File: config.mk
export PLATFORM = sky130hd
export DESIGN_NAME = trig_state_machine
export DESIGN_NICKNAME = d
export VERILOG_FILES = /design/src/include/trig_sm_pkg.sv /design/src/rtl/trig_state_machine.sv
export SDC_FILE = /design/constraint.sdc
export NUM_CORES = 1
export LEC_CHECK = 0
export ABC_AREA = 1
export BUFFER_PORTS_ARGS = -buffer_cell sky130_fd_sc_hd__clkbuf_2
export CORE_ASPECT_RATIO = 0.7
export CORE_MARGIN = 10
export CORE_UTILIZATION = 40
export DETAILED_ROUTE_END_ITERATION = 8
export PLACE_DENSITY = 0.65
export SLEW_MARGIN = 20
export SYNTH_ARGS = -nofsm -noshare
export SYNTH_HDL_FRONTEND = slang
export SYNTH_SLANG_ARGS = --single-unit
export TNS_END_PERCENT = 30
File: constraint.sdc
create_clock -name pclk -period 3.56 [get_ports pclk]
set_clock_uncertainty 0.1 [all_clocks]
set_input_delay 0.534 -clock pclk [delete_from_list [all_inputs] [get_ports pclk]]
set_output_delay 0.534 -clock pclk [all_outputs]
set_load 0.05 [all_outputs]
File: src/include/trig_sm_pkg.sv
// Purpose: Shared constants and types for the trigger state machine block
// Assumes: 32-bit APB, one aligned word per register
// Notes:   Transition table entries are packed structs stored per entry
package trig_sm_pkg;

   // ----------------------------------------------------------------
   // Sizes
   // ----------------------------------------------------------------
   localparam int NUM_COND    = 4;
   localparam int NUM_EXT     = 8;
   localparam int NUM_SRC     = 2;
   localparam int NUM_STATES  = 4;
   localparam int NUM_TRANS   = 8;
   localparam int CNT_W       = 8;
   localparam int DEPTH       = 1024;
   localparam int DEPTH_W     = 11;
   localparam int TERM_W      = 16;

   // ----------------------------------------------------------------
   // Register byte offsets
   // ----------------------------------------------------------------
   localparam logic [11:0] CTRL_OFF    = 12'h000;
   localparam logic [11:0] CLEAR_OFF   = 12'h004;
   localparam logic [11:0] STATUS_OFF  = 12'h008;
   localparam logic [11:0] BURST_OFF   = 12'h00C;
   localparam logic [11:0] COUNT_OFF   = 12'h010;
   localparam logic [11:0] TABLE_OFF   = 12'h040;
   localparam logic [11:0] TABLE_END   = 12'h080;

   // ----------------------------------------------------------------
   // Field positions
   // ----------------------------------------------------------------
   localparam int CTRL_ARM_BIT   = 0;
   localparam int CTRL_XEN_BIT   = 1;
   localparam int CTRL_STOP_BIT  = 2;
   localparam int CTRL_MODE_LSB  = 4;
   localparam int CLEAR_ALL_BIT  = 8;
   localparam int ENTRY_A_W      = 23;

   // ----------------------------------------------------------------
   // Reset values and full sample count
   // ----------------------------------------------------------------
   localparam logic [CNT_W-1:0]   BURST_RST = 8'h01;
   localparam logic [CNT_W-1:0]   CNT_RST   = 8'h00;
   localparam logic [DEPTH_W-1:0] FULL_CNT  = 11'h400;

   // Condition operators; code 0 means no condition, always true
   localparam logic [3:0] OP_TRUE  = 4'h0;
   localparam logic [3:0] OP_FALSE = 4'h1;
   localparam logic [3:0] OP_A     = 4'h2;
   localparam logic [3:0] OP_AND   = 4'h3;
   localparam logic [3:0] OP_OR    = 4'h4;
   localparam logic [3:0] OP_XOR   = 4'h5;
   localparam logic [3:0] OP_NOR   = 4'h6;
   localparam logic [3:0] OP_NAND  = 4'h7;
   localparam logic [3:0] OP_XNOR  = 4'h8;
   localparam logic [3:0] OP_EQ    = 4'h9;

   // Term index map
   localparam int TERM_COND_LSB = 0;
   localparam int TERM_CNTZ     = 4;
   localparam int TERM_EXT_LSB  = 5;
   localparam int TERM_SRC_LSB  = 13;

   typedef enum logic [1:0] {
      CAP_NORMAL,
      CAP_FILL,
      CAP_INTR,
      CAP_RSVD
   } cap_mode_t;

   typedef struct packed {
      logic       trig;
      logic       dec_en;
      logic       load_en;
      logic [3:0] op;
      logic       inv_b;
      logic [3:0] sel_b;
      logic       inv_a;
      logic [3:0] sel_a;
      logic [1:0] to_state;
      logic       to_given;
      logic [1:0] from_state;
      logic       valid;
   } trans_t;

   typedef struct packed {
      trans_t           ctl;
      logic [CNT_W-1:0] load_val;
   } entry_t;

endpackage

File: src/rtl/trig_state_machine.sv
// Purpose: Programmable trigger state machine of an on-chip logic analyser unit
// Assumes: pclk is the sampled design's clock; condition and external inputs are
//          synchronous to it; source unit triggers arrive from other domains
// Notes:   Registers over APB; transition table of eight entries, four states
//
// The address map and the APB register port are this design's own decisions.
`timescale 1ns/1ps
`default_nettype none

module trig_state_machine #(
   parameter bit CROSS_TRIGGER_EN = 1'b0
) (
   // Clock and reset
   input  wire logic                                  pclk,
   input  wire logic                                  presetn,
   // APB slave
   input  wire logic                                  psel,
   input  wire logic                                  penable,
   input  wire logic                                  pwrite,
   input  wire logic [11:0]                           paddr,
   input  wire logic [31:0]                           pwdata,
   output logic                                       pready,
   output logic [31:0]                                prdata,
   output logic                                       pslverr,
   // Trigger sources
   input  wire logic [trig_sm_pkg::NUM_COND-1:0]      condition_term,
   input  wire logic [trig_sm_pkg::NUM_EXT-1:0]       external_trigger,
   input  wire logic [trig_sm_pkg::NUM_SRC-1:0]       source_unit_term,
   // Analyser outputs
   output logic                                       trigger,
   output logic                                       sample_en,
   output logic [1:0]                                 state
);

   // ----------------------------------------------------------------
   // Declarations
   // ----------------------------------------------------------------
   trig_sm_pkg::entry_t              table_r [trig_sm_pkg::NUM_TRANS];
   logic [1:0]                       state_r;
   logic [trig_sm_pkg::CNT_W-1:0]    cnt_r;
   logic [trig_sm_pkg::CNT_W-1:0]    burst_r;
   logic [trig_sm_pkg::CNT_W-1:0]    burst_left_r;
   logic [trig_sm_pkg::DEPTH_W-1:0]  sample_cnt_r;
   logic                             cross_en_r;
   logic                             triggered_r;
   logic                             stopped_r;
   logic                             trigger_r;
   logic                             sample_en_r;
   trig_sm_pkg::cap_mode_t           mode_r;
   logic [trig_sm_pkg::NUM_SRC-1:0]  src_meta_r;
   logic [trig_sm_pkg::NUM_SRC-1:0]  src_sync_r;
   logic [31:0]                      prdata_r;
   logic                             pslverr_r;

   logic [trig_sm_pkg::TERM_W-1:0]   terms;
   logic [trig_sm_pkg::NUM_TRANS-1:0] match;
   logic                             taken;
   logic [2:0]                       taken_idx;
   logic                             wr_en;
   logic                             setup;
   logic                             arm_wr;
   logic                             stop_wr;
   logic                             clear_wr;
   logic                             norm_wr;
   logic [trig_sm_pkg::NUM_STATES-1:0] clear_mask;
   logic                             in_table;
   logic [2:0]                       tbl_idx;
   logic                             tbl_hi;
   logic                             cap_event;
   logic                             full;

   // ----------------------------------------------------------------
   // APB decode
   // ----------------------------------------------------------------
   assign setup    = psel && !penable;
   assign wr_en    = psel && penable && pwrite;
   assign in_table = (paddr >= trig_sm_pkg::TABLE_OFF) && (paddr < trig_sm_pkg::TABLE_END);
   assign tbl_idx  = paddr[5:3];
   assign tbl_hi   = paddr[2];
   assign arm_wr   = wr_en && (paddr == trig_sm_pkg::CTRL_OFF)
                     && pwdata[trig_sm_pkg::CTRL_ARM_BIT];
   assign stop_wr  = wr_en && (paddr == trig_sm_pkg::CTRL_OFF)
                     && pwdata[trig_sm_pkg::CTRL_STOP_BIT];
   assign clear_wr = wr_en && (paddr == trig_sm_pkg::CLEAR_OFF);
   assign norm_wr  = wr_en && (paddr == trig_sm_pkg::CTRL_OFF)
                     && (pwdata[trig_sm_pkg::CTRL_MODE_LSB +: 2] == 2'h0);
   // Clear-all sets every state bit of the mask
   assign clear_mask = pwdata[trig_sm_pkg::CLEAR_ALL_BIT] ? '1
                       : pwdata[trig_sm_pkg::NUM_STATES-1:0];

   // Zero wait states; read data is caught in the setup cycle
   assign pready  = 1'b1;
   assign prdata  = prdata_r;
   assign pslverr = pslverr_r;

   // ----------------------------------------------------------------
   // Cross trigger synchroniser
   // ----------------------------------------------------------------
   // Source units run on their own clocks, so each level is resynchronised
   always_ff @(posedge pclk or negedge presetn) begin
      if (!presetn) begin
         src_meta_r <= '0;
         src_sync_r <= '0;
      end else begin
         src_meta_r <= source_unit_term;
         src_sync_r <= src_meta_r;
      end
   end

   // ----------------------------------------------------------------
   // Term vector
   // ----------------------------------------------------------------
   always_comb begin
      terms = '0;
      terms[trig_sm_pkg::TERM_COND_LSB +: trig_sm_pkg::NUM_COND] = condition_term;
      terms[trig_sm_pkg::TERM_CNTZ] = (cnt_r == trig_sm_pkg::CNT_RST);
      terms[trig_sm_pkg::TERM_EXT_LSB +: trig_sm_pkg::NUM_EXT] = external_trigger;
      // Source terms read low unless cross triggering is built in and enabled
      if (CROSS_TRIGGER_EN && cross_en_r) begin
         terms[trig_sm_pkg::TERM_SRC_LSB +: trig_sm_pkg::NUM_SRC] = src_sync_r;
      end
   end

   // ----------------------------------------------------------------
   // Per-entry condition evaluation
   // ----------------------------------------------------------------
   genvar gi;
   generate
      for (gi = 0; gi < trig_sm_pkg::NUM_TRANS; gi++) begin : g_eval
         logic a;
         logic b;
         logic cond;
         trig_sm_pkg::trans_t c;
         assign c = table_r[gi].ctl;
         assign a = terms[c.sel_a] ^ c.inv_a;
         assign b = terms[c.sel_b] ^ c.inv_b;
         always_comb begin
            case (c.op)
               trig_sm_pkg::OP_TRUE:  cond = 1'b1;
               trig_sm_pkg::OP_FALSE: cond = 1'b0;
               trig_sm_pkg::OP_A:     cond = a;
               trig_sm_pkg::OP_AND:   cond = a & b;
               trig_sm_pkg::OP_OR:    cond = a | b;
               trig_sm_pkg::OP_XOR:   cond = a ^ b;
               trig_sm_pkg::OP_NOR:   cond = ~(a | b);
               trig_sm_pkg::OP_NAND:  cond = ~(a & b);
               trig_sm_pkg::OP_XNOR:  cond = ~(a ^ b);
               trig_sm_pkg::OP_EQ:    cond = (a == b);
               default:               cond = 1'b0;
            endcase
         end
         assign match[gi] = c.valid && (c.from_state == state_r) && cond;
      end
   endgenerate

   // Lowest entry index is the earliest programmed and wins
   always_comb begin
      taken     = 1'b0;
      taken_idx = 3'h0;
      for (int i = trig_sm_pkg::NUM_TRANS - 1; i >= 0; i--) begin
         if (match[i]) begin
            taken     = 1'b1;
            taken_idx = 3'(i);
         end
      end
   end

   // ----------------------------------------------------------------
   // Transition table
   // ----------------------------------------------------------------
   always_ff @(posedge pclk or negedge presetn) begin
      if (!presetn) begin
         for (int i = 0; i < trig_sm_pkg::NUM_TRANS; i++) begin
            table_r[i] <= '0;
         end
      end else begin
         for (int i = 0; i < trig_sm_pkg::NUM_TRANS; i++) begin
            if (clear_wr && clear_mask[table_r[i].ctl.from_state]) begin
               table_r[i].ctl.valid <= 1'b0;
            end else if (wr_en && in_table && (tbl_idx == 3'(i))) begin
               if (tbl_hi) begin
                  table_r[i].load_val <= pwdata[trig_sm_pkg::CNT_W-1:0];
               end else begin
                  table_r[i].ctl <= pwdata[trig_sm_pkg::ENTRY_A_W-1:0];
               end
            end
         end
      end
   end

   // ----------------------------------------------------------------
   // Control registers
   // ----------------------------------------------------------------
   always_ff @(posedge pclk or negedge presetn) begin
      if (!presetn) begin
         cross_en_r <= 1'b0;
         mode_r     <= trig_sm_pkg::CAP_NORMAL;
         burst_r    <= trig_sm_pkg::BURST_RST;
      end else if (wr_en) begin
         if (paddr == trig_sm_pkg::CTRL_OFF) begin
            cross_en_r <= pwdata[trig_sm_pkg::CTRL_XEN_BIT];
            mode_r     <= trig_sm_pkg::cap_mode_t'(pwdata[trig_sm_pkg::CTRL_MODE_LSB +: 2]);
         end
         if (paddr == trig_sm_pkg::BURST_OFF) begin
            burst_r <= pwdata[trig_sm_pkg::CNT_W-1:0];
         end
      end
   end

   // ----------------------------------------------------------------
   // State and counter
   // ----------------------------------------------------------------
   // Evaluated on every clock edge; arm restarts from state zero
   always_ff @(posedge pclk or negedge presetn) begin
      if (!presetn) begin
         state_r <= 2'h0;
      end else if (arm_wr) begin
         state_r <= 2'h0;
      end else if (taken) begin
         if (table_r[taken_idx].ctl.to_given) begin
            state_r <= table_r[taken_idx].ctl.to_state;
         end else begin
            state_r <= table_r[taken_idx].ctl.from_state;
         end
      end
   end

   // Counter supports B-after-A counts: load n-1, decrement on B, trigger on B and zero
   always_ff @(posedge pclk or negedge presetn) begin
      if (!presetn) begin
         cnt_r <= trig_sm_pkg::CNT_RST;
      // Arm overrides a transition taken in the same cycle, counter included
      end else if (!arm_wr && taken && table_r[taken_idx].ctl.load_en) begin
         cnt_r <= table_r[taken_idx].load_val;
      end else if (!arm_wr && taken && table_r[taken_idx].ctl.dec_en) begin
         cnt_r <= cnt_r - 8'h01;
      end
   end

   // Trigger pulses in the cycle after the taking edge, one per taken transition whose entry has trig set
   always_ff @(posedge pclk or negedge presetn) begin
      if (!presetn) begin
         trigger_r   <= 1'b0;
         triggered_r <= 1'b0;
      end else begin
         trigger_r <= taken && table_r[taken_idx].ctl.trig && !arm_wr;
         if (arm_wr) begin
            triggered_r <= 1'b0;
         end else if (taken && table_r[taken_idx].ctl.trig) begin
            triggered_r <= 1'b1;
         end
      end
   end

   // ----------------------------------------------------------------
   // Qualified sampling
   // ----------------------------------------------------------------
   assign cap_event = taken && table_r[taken_idx].ctl.trig;
   assign full      = (sample_cnt_r == trig_sm_pkg::FULL_CNT);

   always_ff @(posedge pclk or negedge presetn) begin
      if (!presetn) begin
         stopped_r <= 1'b0;
      end else if (arm_wr) begin
         stopped_r <= 1'b0;
      end else if (stop_wr) begin
         stopped_r <= 1'b1;
      end
   end

   // A burst length of zero is taken as one sample
   always_ff @(posedge pclk or negedge presetn) begin
      if (!presetn) begin
         burst_left_r <= '0;
      end else if (arm_wr || stopped_r) begin
         burst_left_r <= '0;
      end else if (cap_event && (mode_r == trig_sm_pkg::CAP_FILL
                                 || mode_r == trig_sm_pkg::CAP_INTR)) begin
         burst_left_r <= (burst_r == 8'h00) ? 8'h01 : burst_r;
      end else if (burst_left_r != 8'h00) begin
         burst_left_r <= burst_left_r - 8'h01;
      end
   end

   always_ff @(posedge pclk or negedge presetn) begin
      if (!presetn) begin
         sample_en_r  <= 1'b0;
         sample_cnt_r <= '0;
      end else if (arm_wr) begin
         sample_en_r  <= 1'b0;
         sample_cnt_r <= '0;
      end else begin
         // Fill stops at a full buffer; interrupt mode samples on past it, with the count held at full
         // Normal mode never samples, from the write that selects it on
         sample_en_r <= (burst_left_r != 8'h00) && !stopped_r && !stop_wr
                        && (mode_r != trig_sm_pkg::CAP_NORMAL) && !norm_wr
                        && !((mode_r == trig_sm_pkg::CAP_FILL) && full);
         if (sample_en_r && !full) begin
            sample_cnt_r <= sample_cnt_r + 11'h001;
         end
      end
   end

   assign trigger   = trigger_r;
   assign sample_en = sample_en_r;
   assign state     = state_r;

   // ----------------------------------------------------------------
   // Read back
   // ----------------------------------------------------------------
   always_ff @(posedge pclk or negedge presetn) begin
      if (!presetn) begin
         prdata_r  <= '0;
         pslverr_r <= 1'b0;
      end else if (setup) begin
         prdata_r  <= '0;
         pslverr_r <= 1'b0;
         if (in_table) begin
            if (tbl_hi) begin
               prdata_r[trig_sm_pkg::CNT_W-1:0] <= table_r[tbl_idx].load_val;
            end else begin
               prdata_r[trig_sm_pkg::ENTRY_A_W-1:0] <= table_r[tbl_idx].ctl;
            end
         end else begin
            case (paddr)
               trig_sm_pkg::CTRL_OFF: begin
                  prdata_r[trig_sm_pkg::CTRL_XEN_BIT] <= cross_en_r;
                  prdata_r[trig_sm_pkg::CTRL_MODE_LSB +: 2] <= mode_r;
               end
               trig_sm_pkg::CLEAR_OFF: begin
                  prdata_r <= '0;
               end
               trig_sm_pkg::STATUS_OFF: begin
                  prdata_r[1:0]   <= state_r;
                  prdata_r[2]     <= triggered_r;
                  prdata_r[3]     <= stopped_r;
                  prdata_r[4]     <= full;
                  prdata_r[15:8]  <= cnt_r;
               end
               trig_sm_pkg::BURST_OFF: begin
                  prdata_r[trig_sm_pkg::CNT_W-1:0] <= burst_r;
               end
               trig_sm_pkg::COUNT_OFF: begin
                  prdata_r[trig_sm_pkg::DEPTH_W-1:0] <= sample_cnt_r;
               end
               default: begin
                  pslverr_r <= 1'b1;
               end
            endcase
         end
      end
   end

endmodule

`default_nettype wire

==> reports/metrics.cfg <==
[critical_path]
cp-startpoint = cnt_r[3]$_DFFE_PN0P_
worstSetupPathType = reg -> reg
r2r-start = cnt_r[3]$_DFFE_PN0P_
r2r_slack_ns = -0.84
startpoint_type = flop
cp.required_ns = 3.93
reg2regPathDepth = 29
r2r_end = burst_left_r[6]$_DFFE_PN0P_
cp_slowest_cell = dfrtp_1
worstSetupEndpointType = flop
critPathCapture = burst_left_r[6]$_DFFE_PN0P_
crit_arrival_ns = 4.77
worstPathMaxFanout = 8
crit_top_cell = nand3_2
slowest_delay_ns = 0.39

[cts]
clock_latency_ns = 0.55
cts_tree = yes
holdBufCountCts = 0
cts.sinks = 316
cts-root-buf = clkbuf_16
cts_buffers = 36
cts_max_path_buffers = 3
clk_pin_slew_ns = 0.06
h-tree-depth = 2

[global_route]
grt_usage_pct = 26.40
grt_pass1_vias = 19610
antenna_found_initial = 0
grt_pass1_wl_um = 120200
grt_overflow_total = 0
grt_max_degree = 104
met2_usage_pct = 35.26
grt_use_met1_pct = 41.03
grtUsageMet3_pct = 6.000
grt-busiest-layer = met1

[yosys]
synth_ff_type = dfrtp_1
ys_types = 63
synth_top_family_by_area = compound AO/OA/AOI/OAI gates
syn_area_um2 = 19480
synth_compound_area_share_pct = 23.50
synthMostInstantiatedCell = nand2_1
ys_ff_latch = 316
synth_area_leader_cell = dfrtp_1
synth_top_area_share_pct = 40.46
synth_cells = 2694
synth.top_cells.by_count = 631 x nand2_1, 344 x o21ai_0, 322 x inv_1
synth_edf_count = 0
synth-async-reset-ratio_pct = 100.0
synthTopCellsByArea = dfrtp_1 40%, nand2_1 12%, o21ai_0 8.8%, inv_1 6.2%, nand3_1 4.7%
synth-xor-area-share_pct = 1.066
yosys_warnings = 0
synthSimpleGateAreaFrac_pct = 23.20
ys_seq_area_share_pct = 40.59
synthAdderAreaFrac_pct = 1.349
muxShareOfSynthArea_pct = 0
synth.avg_cell_area_um2 = 7.232

[sta]
slew_violations = 0
timing.final.ws_setup_ns = -0.8370
slew_headroom_pct = 28.83
holdWs_ns = -0.05360
fmax_mhz = 227.4
tns_ns = -15.52
finalCritPeriodShare_pct = 123.5
worst_pin_slew_ns = 1.066
final_hold_viol_count = 23
setup_viol = 20
grt_setup_unrepaired = true
fin_crit_ns = 4.397

[routing]
postRouteAntennaNets = 0
drtIter0Drc = 2959
viasPerCell = 5.826
num_vias = 21280
avgRoutedWirePerCell_um = 21.84
dr.pass1.iters = 6
drt_wl_total_um = 79780
drc = 0

[floorplanning]
coreArea_um2 = 48030
start_util_pct = 40.56
die_h_um = 204.7
dieArea_um2 = 58080
fp-row-count = 67
ios = 101
die_w_um = 283.8

[place]
place.gp.congestion = 0.9748
hpwlAfterDp_um = 56480
port_buffers = 79
placed_area_um2 = 22360

[flow_run]
maxCapViolations = 0

[finish]
nets = 3054
drive_gt1_share_pct = 20.46
final_area_um2 = 24530
synthToLayoutAreaGrowth_pct = 25.89
fillers = 4617

[power_and_ir_drop]
total_power_mw = 13.53
vdd_drop_max_mv = 0.4674
power.leakage_nw = 11.18
p_per_area_nw_per_um2 = 551.7

[run_status]
outcome = complete, but fails checks
violations = negative hold slack, negative setup slack

[worst_hold_path]
hp-class = in -> async

[critical path, delay by kind of cell, from the launching register on]
kind	cells	cell delay, ns
buffers and inverters	4	0.47
xor gates and xnor gates	1	0.23
and+or+nand+nor	16	1.72
adders and majority gates	1	0.26
AOI/OAI and AO/OA	7	1.13
DFF	1	0.39
[timing repair]
action                     4_1_cts  5_1_grt
setup endpoints to repair       20       20
buffers inserted                12       13
pin swaps                       26       58
resized for setup               72       80
gates cloned                     5        2
[metrics by stage]
stage                     hold WS (ns)  setup slack (ns)  std cells  utilization, %
after floorplan                 0.1384           -0.1152       2702               -
after global placement          0.3618           -0.9147       3557           46.54
after detailed placement        0.3686           -0.8937       3557           46.54
after CTS                      0.02338           -0.6846       3637           50.18
after global routing           0.04503            -1.091       3651           51.06
final                         -0.05360           -0.8370       3652           51.06
[logic make-up after synthesis]
family,count (synthesis)
simple gates,1050
flops,316
other cells,2
xor+xnor,22
compound gates,786
buf+inv,497
fa+ha+maj,21
[report_power, final]
group          leakage [nW]  internal [mW]  switching, mW
clock network         0.607           2.36           1.65
logic                  6.39           2.23           3.52
registers              4.18           3.70         0.0778
total                  11.2           8.29           5.25
[final cells by class]
type	count	area [um2]	share of cell area, %
sequential	316	7909	32.24
tap	655	819.5	3.341
clock inverter	17	231.5	0.9437
antenna	1	2.502	0.01020
multi-input combinational	1892	10250	41.77
clock buffer	47	1003	4.091
inverter	344	1301	5.305
timing repair buffer	380	3015	12.29
[worst min path at each step]
stage / to / slack (ns) / cells past startpoint
global placement: prdata[19]$_DFFE_PN0P_ / 0.36 / 2
detailed placement: prdata[19]$_DFFE_PN0P_ / 0.37 / 2
finish: burst_left_r[5]$_DFFE_PN0P_ / -0.05 / 1
floorplan: burst_left_r[0]$_DFFE_PN0P_ / 0.14 / 0
global route: burst_left_r[5]$_DFFE_PN0P_ / 0.05 / 1
CTS: burst_left_r[3]$_DFFE_PN0P_ / 0.02 / 1
[state kept, by name, indices dropped and copies added, names as in the netlist]
signal,cells
burst_left_r,8
burst_r,8
cnt_r,8
cross_en_r,1
g_eval.c,184
mode_r,2
prdata,23
pslverr,1
sample_cnt_r,11
sample_en,1
state,2
stopped_r,1
table_r,64
trigger,1
triggered_r,1
[cells in the final DEF, fill, tap and decap left out, drive strengths merged, types with 2 or more instances in the layout]
master	n
xnor2	3
o21ai	382
o41ai	5
dfrtp	315
nand3	189
inv	342
a41oi	3
nand3b	5
bufinv	5
a2111oi	2
nand2	647
o211ai	26
a221oi	21
xor2	19
o22ai	72
a22oi	25
nor4	17
a211oi	7
o2111ai	12
nor3	23
o31ai	4
o221ai	14
nand4	28
or3	2
clkinv	13
a311oi	6
o311ai	15
a32o	4
buf	301
nor2	139
conb	10
ha	21
a21oi	168
a31oi	16
clkbuf	126
[routing by layer]
metal / vias up / part of all wire, %
met5: - / 0
met4: 0 / 2.6
met3: 135 / 13
met2: 1298 / 39
met1: 10170 / 46
li1: 9672 / -
Power figures use the tool's default switching activity.
